===== src/hdl/gs_pwm_pkg.sv =====
// Constants shared by the grayscale PWM channel block
package gs_pwm_pkg;

  // ****************************************
  // Channel and packet geometry
  // ****************************************
  localparam int NUM_CH       = 16;
  localparam int GS_W         = 12;
  localparam int GS_PKT_W     = 192;
  localparam int DC_PKT_W     = 96;
  localparam int OPEN_LSB     = 176;
  localparam int OVERTEMP_BIT = 175;
  localparam int CORR_LSB     = 72;
  localparam int CORR_MSB     = 167;
  localparam logic [GS_W-1:0] GS_ZERO = 12'h000;
  localparam logic [GS_W-1:0] GS_MAX  = 12'hFFF;

  // ****************************************
  // Timing
  // ****************************************
  localparam int CLK_MHZ        = 40;
  localparam int ON_SETTLE_NS   = 1000;
  localparam int ON_SETTLE_CYC  = (ON_SETTLE_NS * CLK_MHZ + 999) / 1000;
  localparam int SETTLE_W       = 6;
  localparam logic [SETTLE_W-1:0] SETTLE_LAST = SETTLE_W'(ON_SETTLE_CYC - 1);

  // ****************************************
  // Synchronised pin positions
  // ****************************************
  localparam int PIN_SCLK     = 0;
  localparam int PIN_SIN      = 1;
  localparam int PIN_LATCH    = 2;
  localparam int PIN_PROG     = 3;
  localparam int PIN_CSRC     = 4;
  localparam int PIN_GRAYSCALE_COUNT_CLOCK    = 5;
  localparam int PIN_INH      = 6;
  localparam int PIN_OTEMP    = 7;
  localparam int PIN_OPEN_LSB = 8;
  localparam int PIN_COUNT    = 24;

  // ****************************************
  // Register bus map (byte addresses)
  // ****************************************
  localparam int ADDR_W = 8;
  localparam int DATA_W = 32;
  localparam int BE_W   = 4;
  localparam logic [ADDR_W-1:0] REG_STATUS  = 8'h00;
  localparam logic [ADDR_W-1:0] REG_NVCORR0 = 8'h04;
  localparam logic [ADDR_W-1:0] REG_NVCORR1 = 8'h08;
  localparam logic [ADDR_W-1:0] REG_NVCORR2 = 8'h0C;
  localparam logic [ADDR_W-1:0] REG_CORR0   = 8'h10;
  localparam logic [ADDR_W-1:0] REG_CORR1   = 8'h14;
  localparam logic [ADDR_W-1:0] REG_CORR2   = 8'h18;
  localparam int NVCORR_WORDS = 3;
  localparam logic [DATA_W-1:0] NVCORR_RST = 32'h0000_0000;

  // Status register fields
  localparam int ST_CNT_LSB  = 0;
  localparam int ST_OTEMP    = 12;
  localparam int ST_MODE     = 13;
  localparam int ST_PENDING  = 14;
  localparam int ST_OPEN_LSB = 16;

endpackage : gs_pwm_pkg


===== src/hdl/pin_sync.sv =====
// Two-flop synchroniser for a group of asynchronous pins
`timescale 1ns/10ps
module pin_sync
#(
  parameter int WIDTH = 1
)
(
  // Clock and reset
  input  wire logic             clk,
  input  wire logic             rst_n,
  // Pins
  input  wire logic [WIDTH-1:0] pin_in,
  output logic      [WIDTH-1:0] pin_sync_out
);

  logic [WIDTH-1:0] meta;

  // ****************************************
  // Per-bit synchroniser
  // ****************************************
  for (genvar i = 0; i < WIDTH; i++)
  begin : g_bit
    always_ff @(posedge clk or negedge rst_n)
    begin
      if (!rst_n)
      begin
        meta[i]         <= 1'b0;
        pin_sync_out[i] <= 1'b0;
      end
      else
      begin
        meta[i]         <= pin_in[i];
        pin_sync_out[i] <= meta[i];
      end
    end
  end

endmodule : pin_sync


===== src/hdl/grayscale_pwm_led_channels.sv =====
// Sixteen-channel grayscale PWM engine with serial packet input and status readback
//
// Implementation choices: register access over Avalon-MM and the register offsets.
`timescale 1ns/10ps
module grayscale_pwm_led_channels
(
  // Clock and reset
  input  wire logic                              REF_CLK,
  input  wire logic                              RST_N,
  // Avalon-MM slave
  input  wire logic [gs_pwm_pkg::ADDR_W-1:0]     AVS_ADDRESS,
  input  wire logic                              AVS_READ,
  input  wire logic                              AVS_WRITE,
  input  wire logic [gs_pwm_pkg::BE_W-1:0]       AVS_BYTEENABLE,
  input  wire logic [gs_pwm_pkg::DATA_W-1:0]     AVS_WRITEDATA,
  output logic      [gs_pwm_pkg::DATA_W-1:0]     AVS_READDATA,
  output logic                                   AVS_WAITREQUEST,
  // Serial link pins
  input  wire logic                              SERIAL_SHIFT_CLOCK,
  input  wire logic                              SERIAL_INPUT_PIN,
  input  wire logic                              LATCH_STROBE,
  output logic                                   SERIAL_OUTPUT_PIN,
  // Mode pins
  input  wire logic                              PROGRAM_SELECT_PIN,
  input  wire logic                              CORRECTION_SOURCE_SELECT,
  // PWM pins
  input  wire logic                              GRAYSCALE_COUNT_CLOCK,
  input  wire logic                              OUTPUT_INHIBIT,
  output logic      [gs_pwm_pkg::NUM_CH-1:0]     SINK_CHANNEL,
  // Analog sense inputs
  input  wire logic [gs_pwm_pkg::NUM_CH-1:0]     OPEN_SENSE,
  input  wire logic                              OVERTEMP_SENSE
);
  import gs_pwm_pkg::*;

  logic [PIN_COUNT-1:0]          pins_s;
  logic [PIN_COUNT-1:0]          pins_prev;
  logic                          sclk_rise;
  logic                          latch_rise;
  logic                          grayscale_count_clock_rise;
  logic                          sin_s;
  logic                          prog_s;
  logic                          csrc_s;
  logic                          inh_s;
  logic                          overtemp_flag;
  logic [NUM_CH-1:0]             open_s;
  logic [GS_PKT_W-1:0]           shift_reg;
  logic [GS_PKT_W-1:0]           gs_input;
  logic [GS_PKT_W-1:0]           gs_active;
  logic [DC_PKT_W-1:0]           corr_reg;
  logic [NVCORR_WORDS-1:0][DATA_W-1:0] nv_corr;
  logic [GS_PKT_W-1:0]           status_info_word;
  logic                          need_extra;
  logic                          gs_pending;
  logic [GS_W-1:0]               gs_count;
  logic [NUM_CH-1:0]             ch_on;
  logic [NUM_CH-1:0]             gs_zero;
  logic [NUM_CH-1:0]             open_led_flag;
  logic                          resp;
  logic                          wr_take;
  logic                          open_clr;
  logic [DATA_W-1:0]             next_readdata;

  // ****************************************
  // Pin synchronisation and edge detection
  // ****************************************
  pin_sync #(.WIDTH(PIN_COUNT)) u_pin_sync
  (
    .clk          (REF_CLK),
    .rst_n        (RST_N),
    .pin_in       ({OPEN_SENSE, OVERTEMP_SENSE, OUTPUT_INHIBIT, GRAYSCALE_COUNT_CLOCK,
                    CORRECTION_SOURCE_SELECT, PROGRAM_SELECT_PIN, LATCH_STROBE,
                    SERIAL_INPUT_PIN, SERIAL_SHIFT_CLOCK}),
    .pin_sync_out (pins_s)
  );

  always_ff @(posedge REF_CLK or negedge RST_N)
  begin
    if (!RST_N)
      pins_prev <= '0;
    else
      pins_prev <= pins_s;
  end

  assign sclk_rise     = pins_s[PIN_SCLK] & ~pins_prev[PIN_SCLK];
  assign latch_rise    = pins_s[PIN_LATCH] & ~pins_prev[PIN_LATCH];
  assign grayscale_count_clock_rise    = pins_s[PIN_GRAYSCALE_COUNT_CLOCK] & ~pins_prev[PIN_GRAYSCALE_COUNT_CLOCK];
  assign sin_s         = pins_s[PIN_SIN];
  assign prog_s        = pins_s[PIN_PROG];
  assign csrc_s        = pins_s[PIN_CSRC];
  assign inh_s         = pins_s[PIN_INH];
  assign overtemp_flag = pins_s[PIN_OTEMP];
  assign open_s        = pins_s[PIN_OPEN_LSB +: NUM_CH];

  // ****************************************
  // Status word assembly
  // ****************************************
  always_comb
  begin
    status_info_word                        = '0;
    status_info_word[OPEN_LSB +: NUM_CH]    = open_led_flag;
    status_info_word[OVERTEMP_BIT]          = overtemp_flag;
    status_info_word[CORR_MSB:CORR_LSB]     = csrc_s ? corr_reg : nv_corr;
  end

  // ****************************************
  // Input shift register
  // ****************************************
  always_ff @(posedge REF_CLK or negedge RST_N)
  begin
    if (!RST_N)
      shift_reg <= '0;
    else if (latch_rise)
    begin
      if (!prog_s)
        shift_reg <= status_info_word;
    end
    else if (sclk_rise)
    begin
      if (prog_s)
        shift_reg[DC_PKT_W-1:0] <= {shift_reg[DC_PKT_W-2:0], sin_s};
      else
        shift_reg <= {shift_reg[GS_PKT_W-2:0], sin_s};
    end
  end

  // Serial output follows the top bit of the active register length
  always_ff @(posedge REF_CLK or negedge RST_N)
  begin
    if (!RST_N)
      SERIAL_OUTPUT_PIN <= 1'b0;
    else
      SERIAL_OUTPUT_PIN <= prog_s ? shift_reg[DC_PKT_W-1] : shift_reg[GS_PKT_W-1];
  end

  // ****************************************
  // Grayscale and correction latches
  // ****************************************
  always_ff @(posedge REF_CLK or negedge RST_N)
  begin
    if (!RST_N)
    begin
      gs_input   <= '0;
      gs_active  <= '0;
      gs_pending <= 1'b0;
      need_extra <= 1'b0;
      corr_reg   <= '0;
    end
    else if (latch_rise)
    begin
      if (prog_s)
      begin
        corr_reg   <= shift_reg[DC_PKT_W-1:0];
        need_extra <= 1'b1;
      end
      else
      begin
        gs_input   <= shift_reg;
        need_extra <= 1'b0;
        if (need_extra)
          gs_pending <= 1'b1;
        else
          gs_active <= shift_reg;
      end
    end
    else if (sclk_rise && gs_pending)
    begin
      gs_active  <= gs_input;
      gs_pending <= 1'b0;
    end
  end

  // ****************************************
  // Grayscale counter
  // ****************************************
  always_ff @(posedge REF_CLK or negedge RST_N)
  begin
    if (!RST_N)
      gs_count <= GS_ZERO;
    else if (inh_s)
      gs_count <= GS_ZERO;
    else if (grayscale_count_clock_rise && gs_count != GS_MAX)
      gs_count <= gs_count + 12'h001;
  end

  // ****************************************
  // Per-channel compare, drive and open detect
  // ****************************************
  for (genvar ch = 0; ch < NUM_CH; ch++)
  begin : g_ch
    logic [GS_W-1:0]     grayscale_value;
    logic [SETTLE_W-1:0] settle;

    assign grayscale_value = gs_active[ch*GS_W +: GS_W];
    assign gs_zero[ch]     = (grayscale_value == GS_ZERO);

    always_ff @(posedge REF_CLK or negedge RST_N)
    begin
      if (!RST_N)
        ch_on[ch] <= 1'b0;
      else if (inh_s)
        ch_on[ch] <= 1'b0;
      else if (grayscale_count_clock_rise)
      begin
        if (gs_count == GS_ZERO)
          ch_on[ch] <= ~gs_zero[ch];
        else if (gs_count == grayscale_value)
          ch_on[ch] <= 1'b0;
      end
    end

    always_ff @(posedge REF_CLK or negedge RST_N)
    begin
      if (!RST_N)
        settle <= '0;
      else if (!ch_on[ch])
        settle <= '0;
      else if (settle != SETTLE_LAST)
        settle <= settle + 6'h01;
    end

    // Set wins over a software clear in the same cycle
    always_ff @(posedge REF_CLK or negedge RST_N)
    begin
      if (!RST_N)
        open_led_flag[ch] <= 1'b0;
      else if (ch_on[ch] && !inh_s && settle == SETTLE_LAST && open_s[ch])
        open_led_flag[ch] <= 1'b1;
      else if (open_clr && AVS_WRITEDATA[ST_OPEN_LSB + ch])
        open_led_flag[ch] <= 1'b0;
    end
  end

  assign SINK_CHANNEL = ch_on;

  // ****************************************
  // Avalon-MM slave: one wait state per access
  // ****************************************
  assign AVS_WAITREQUEST = (AVS_READ | AVS_WRITE) & ~resp;
  assign wr_take         = AVS_WRITE & resp;
  assign open_clr        = wr_take && AVS_ADDRESS == REG_STATUS
                           && AVS_BYTEENABLE[BE_W-1:BE_W-2] == 2'h3;

  always_ff @(posedge REF_CLK or negedge RST_N)
  begin
    if (!RST_N)
      resp <= 1'b0;
    else
      resp <= (AVS_READ | AVS_WRITE) & ~resp;
  end

  always_comb
  begin
    next_readdata = '0;
    case (AVS_ADDRESS)
      REG_STATUS:
      begin
        next_readdata[ST_CNT_LSB +: GS_W]    = gs_count;
        next_readdata[ST_OTEMP]              = overtemp_flag;
        next_readdata[ST_MODE]               = prog_s;
        next_readdata[ST_PENDING]            = gs_pending;
        next_readdata[ST_OPEN_LSB +: NUM_CH] = open_led_flag;
      end
      REG_NVCORR0: next_readdata = nv_corr[0];
      REG_NVCORR1: next_readdata = nv_corr[1];
      REG_NVCORR2: next_readdata = nv_corr[2];
      REG_CORR0:   next_readdata = corr_reg[DATA_W-1:0];
      REG_CORR1:   next_readdata = corr_reg[2*DATA_W-1:DATA_W];
      REG_CORR2:   next_readdata = corr_reg[3*DATA_W-1:2*DATA_W];
      default:     next_readdata = '0;
    endcase
  end

  always_ff @(posedge REF_CLK or negedge RST_N)
  begin
    if (!RST_N)
      AVS_READDATA <= '0;
    else if (AVS_READ && !resp)
      AVS_READDATA <= next_readdata;
  end

  // Stored correction words, byte-lane writable
  always_ff @(posedge REF_CLK or negedge RST_N)
  begin
    if (!RST_N)
      nv_corr <= {NVCORR_WORDS{NVCORR_RST}};
    else if (wr_take)
    begin
      for (int w = 0; w < NVCORR_WORDS; w++)
      begin
        if (AVS_ADDRESS == REG_NVCORR0 + ADDR_W'(4 * w))
        begin
          for (int b = 0; b < BE_W; b++)
          begin
            if (AVS_BYTEENABLE[b])
              nv_corr[w][8*b +: 8] <= AVS_WRITEDATA[8*b +: 8];
          end
        end
      end
    end
  end
endmodule : grayscale_pwm_led_channels


===== config.mk =====
export PLATFORM = sky130hd
export DESIGN_NAME = grayscale_pwm_led_channels
export DESIGN_NICKNAME = d
export VERILOG_FILES = /design/src/hdl/gs_pwm_pkg.sv /design/src/hdl/pin_sync.sv /design/src/hdl/grayscale_pwm_led_channels.sv
export SDC_FILE = /design/constraint.sdc
export NUM_CORES = 2
export LEC_CHECK = 0
export CAP_MARGIN = 25
export CORE_MARGIN = 1.5
export CORE_UTILIZATION = 60
export DETAILED_ROUTE_END_ITERATION = 16
export DONT_BUFFER_PORTS = 1
export PLACE_DENSITY_LB_ADDON = 0.1
export SYNTH_ARGS = -nofsm -noshare
export SYNTH_HDL_FRONTEND = slang
export SYNTH_SLANG_ARGS = --single-unit

===== constraint.sdc =====
create_clock -name REF_CLK -period 2.8 [get_ports REF_CLK]
set_clock_uncertainty 0.1 [all_clocks]
set_input_delay 0 -clock REF_CLK [delete_from_list [all_inputs] [get_ports REF_CLK]]
set_output_delay 0 -clock REF_CLK [all_outputs]
set_load 0.05 [all_outputs]

==> metrics.txt <==
H-tree levels=3; Worst R2R Path Depth=5; drc violations=0; Cells after Synth=4168; gr usage total=between 30% and 40%; final setup vio count=0; CP max stage cell=dlygate4sd3_1; CTS Buffer Depth=3; CTS buffer count=103; EDFF count, synth=0; Die Y=between 200 and 300 um; setup TNS=0 ps; Clk Latency, worst-skew pair=670 ps; post-synthesis xor/xnor area fraction=4.859%; largest family of logic cells by synthesized area=multiplexers; Crit Path Max Fanout=8; outcome=finished with violations; Cell variety after synth=61; DR pass1 iterations=5; pwr/cell area=~600 mW/mm^2; most common cell after layout, fill and taps aside=dfrtp_1; vias per cell=6.128; Post-CTS Setup Bufs=0; initial core utilization=between 60% and 70%; Leak=0.02488 uW; failing checks=negative hold slack, max-slew violations; critical path, cell by cell=and3_1, dlygate4sd3_1, nand3_4, mux2_1, dlygate4sd3_1; via count=32850; min-delay worst type=in2async; number of global-route vias before repair=32080; Synth Net Count=4258; cell mode on critical path=dlygate4sd3_1; RSZ-0062 raised after global routing=false; Fin. Hold Viols=roughly 440; Post-Syn Area=between 0.04 and 0.05 mm^2; Slew HR=-11.92%; most frequent cells in the layout=dfrtp_1 (994), nand2_1 (773), mux2_2 (588), xnor2_1 (242), nor2_1 (193); initial drt markers=3281; Worst path max stage delay=710 ps; Tcrit/Tclk final=a little over nine tenths; final core utilization=68.23%; CTS resizes=0; max-slew violation count=between 150 and 200; Synth Area in Compound Gates=7.321%; CTS tree=built; VDD IR max=504.5 uV; drt total wl=132.3 mm; # Max-Cap Violations=0; Adder-Cell Fraction of Synth Area=0.4824%; Max Clock Freq=0.3670 GHz; core region area=0.07721 mm^2; first-pass GRT wire length=201.6 mm; antenna violations before repair=10; syn avg cell area=11.20 um^2; Post-synth top flop=dfrtp_1; multiplexer area fraction after synthesis=between 10% and 20%; simple logic cell fraction of the synthesized area=between 10% and 20%; Sink Count=between 900 and 1000; I/O pin total=122; grt total ovfl=0; Tmin final=~2700 ps; Placed Instances=5032; Yosys reg bits=a little under 1000; sequential share of the synthesized area=53.33%; placed wire-length estimate=83.77 mm; root buf cell=clkbuf_16; Total Nets Final=4322; Area Growth Syn to Fin=12.83%; Non-Filler Instances=5361; layout cell share with drive strength beyond 1=a little over a fifth; crit path DAT=between 3000 and 4000 ps; Placement Rows=102; path type of the worst setup path=reg2reg; # port buffers=0; worst slew pin tran=1679 ps; pin count of the biggest net entering global routing=996; Async SR Flop Fraction=100.0%; Die Area=a little under 0.08 mm^2; Worst-path clk slew=about 60 ps; CP Launch Type=flop; Wirelength per Cell=24.68 um; hold_ws=-1060 ps; GPL Wtd Cong=0.8796; synthesis warning total=0; worst endpoint required time=around 3300 ps; Final ANT Viol Nets=0; CP Capture Type=flop; Die Wd=282.0 um
-- power breakdown --
| part | total [uW] | internal, uW | leakage (uW) | switching (uW) |
|---|---|---|---|---|
| registers | 15400 | 14800 | 0.0137 | 659 |
| clock network | 13900 | 8090 | 0.00168 | 5820 |
| logic | 2410 | 947 | 0.00950 | 1470 |
-- critical path: cells and delay by family (launching register included) --
family                 cells  cell delay, ps
buffers and inverters      2            1270
DFF                        1             450
muxes                      1             340
and+or+nand+nor            2             440
-- synthesized netlist by cell type, drive strengths merged, types with 13 or more instances --
master / n / area share (%)
nor3: 20 / 0.23
mux2i: 156 / 3.3
nor2b: 60 / 0.80
nor2: 197 / 1.6
o2bb2ai: 13 / 0.24
mux2: 615 / 15
nand4: 56 / 0.88
dfrtp: 995 / 53
a22o: 130 / 2.4
o21ai: 174 / 1.9
and2: 36 / 0.48
nor3b: 34 / 0.55
clkbuf: 122 / 0.98
xnor2: 242 / 4.5
xor2: 17 / 0.32
a22oi: 59 / 0.95
buf: 139 / 1.7
ha: 18 / 0.48
nand2: 774 / 6.2
nor4: 50 / 0.67
nand3: 73 / 1.0
a21oi: 116 / 1.2
o22ai: 17 / 0.23
-- final timing paths --
path,from,endpoint,slack [ps]
max in group asynchronous,RST_N,u_pin_sync.pin_sync_out[1]$_DFF_PN0_,1270
worst min-delay path,RST_N,g_ch[12].settle[5]$_DFFE_PN0P_,-1060
worst min register to register,u_pin_sync.meta[10]$_DFF_PN0_,u_pin_sync.pin_sync_out[10]$_DFF_PN0_,250
worst max register to register,resp$_DFF_PN0_,nv_corr[4]$_DFFE_PN0P_,80
min in group REF_CLK,AVS_BYTEENABLE[2],nv_corr[22]$_DFFE_PN0P_,30
worst max-delay path,resp$_DFF_PN0_,nv_corr[4]$_DFFE_PN0P_,80
-- routing by layer --
layer  wire length, um  up-vias  GRT usage, %
met5                43        -             0
met2             59550     1190         51.09
met3             10520      297         6.662
met1             56990    16720         47.94
li1                  -    14640             -
met4              5218        6         13.54
-- what timing repair did --
action                                 4_1_cts  5_1_grt
endpoints found under the hold margin     1164      441
setup endpoints to repair                    0        5
hold buffers                               131        1
-- cell type report --
type / count / area (um^2)
Clock inverter: 34 / 439.2
Antenna cell: 7 / 17.52
Clock buffer: 153 / 2977
Multi-Input combinational cell: 2905 / 20630
Sequential cell: 995 / 24900
Timing Repair Buffer: 220 / 2390
Inverter: 7 / 26.28
Fill cell: 5781 / 24530
Tap cell: 1040 / 1301
-- metrics by stage --
step / setup slack (ps) / area [um^2] / hold slack (ps) / total power (uW)
5_1_grt: 0.2536 / 52680 / -1081 / 32780
4_1_cts: 13.96 / 52550 / -1037 / 31660
2_1_floorplan: 502.4 / 46690 / -395.6 / 16960
3_5_place_dp: 430.5 / 47750 / -335.3 / 17590
6_report: 75.11 / 52680 / -1060 / 31780
3_3_place_gp: 519.6 / 47750 / -334.8 / 17550
-- cell families (layout without fill, tap and decap cells) --
logic type	after synthesis	in the layout
compound gates	528	528
fa+ha+maj	18	18
buf+inv	268	414
simple gates	1328	1328
mux	772	772
other cells	0	7
xor+xnor	259	259
flops	995	995
(Power assumes the default switching activity.)
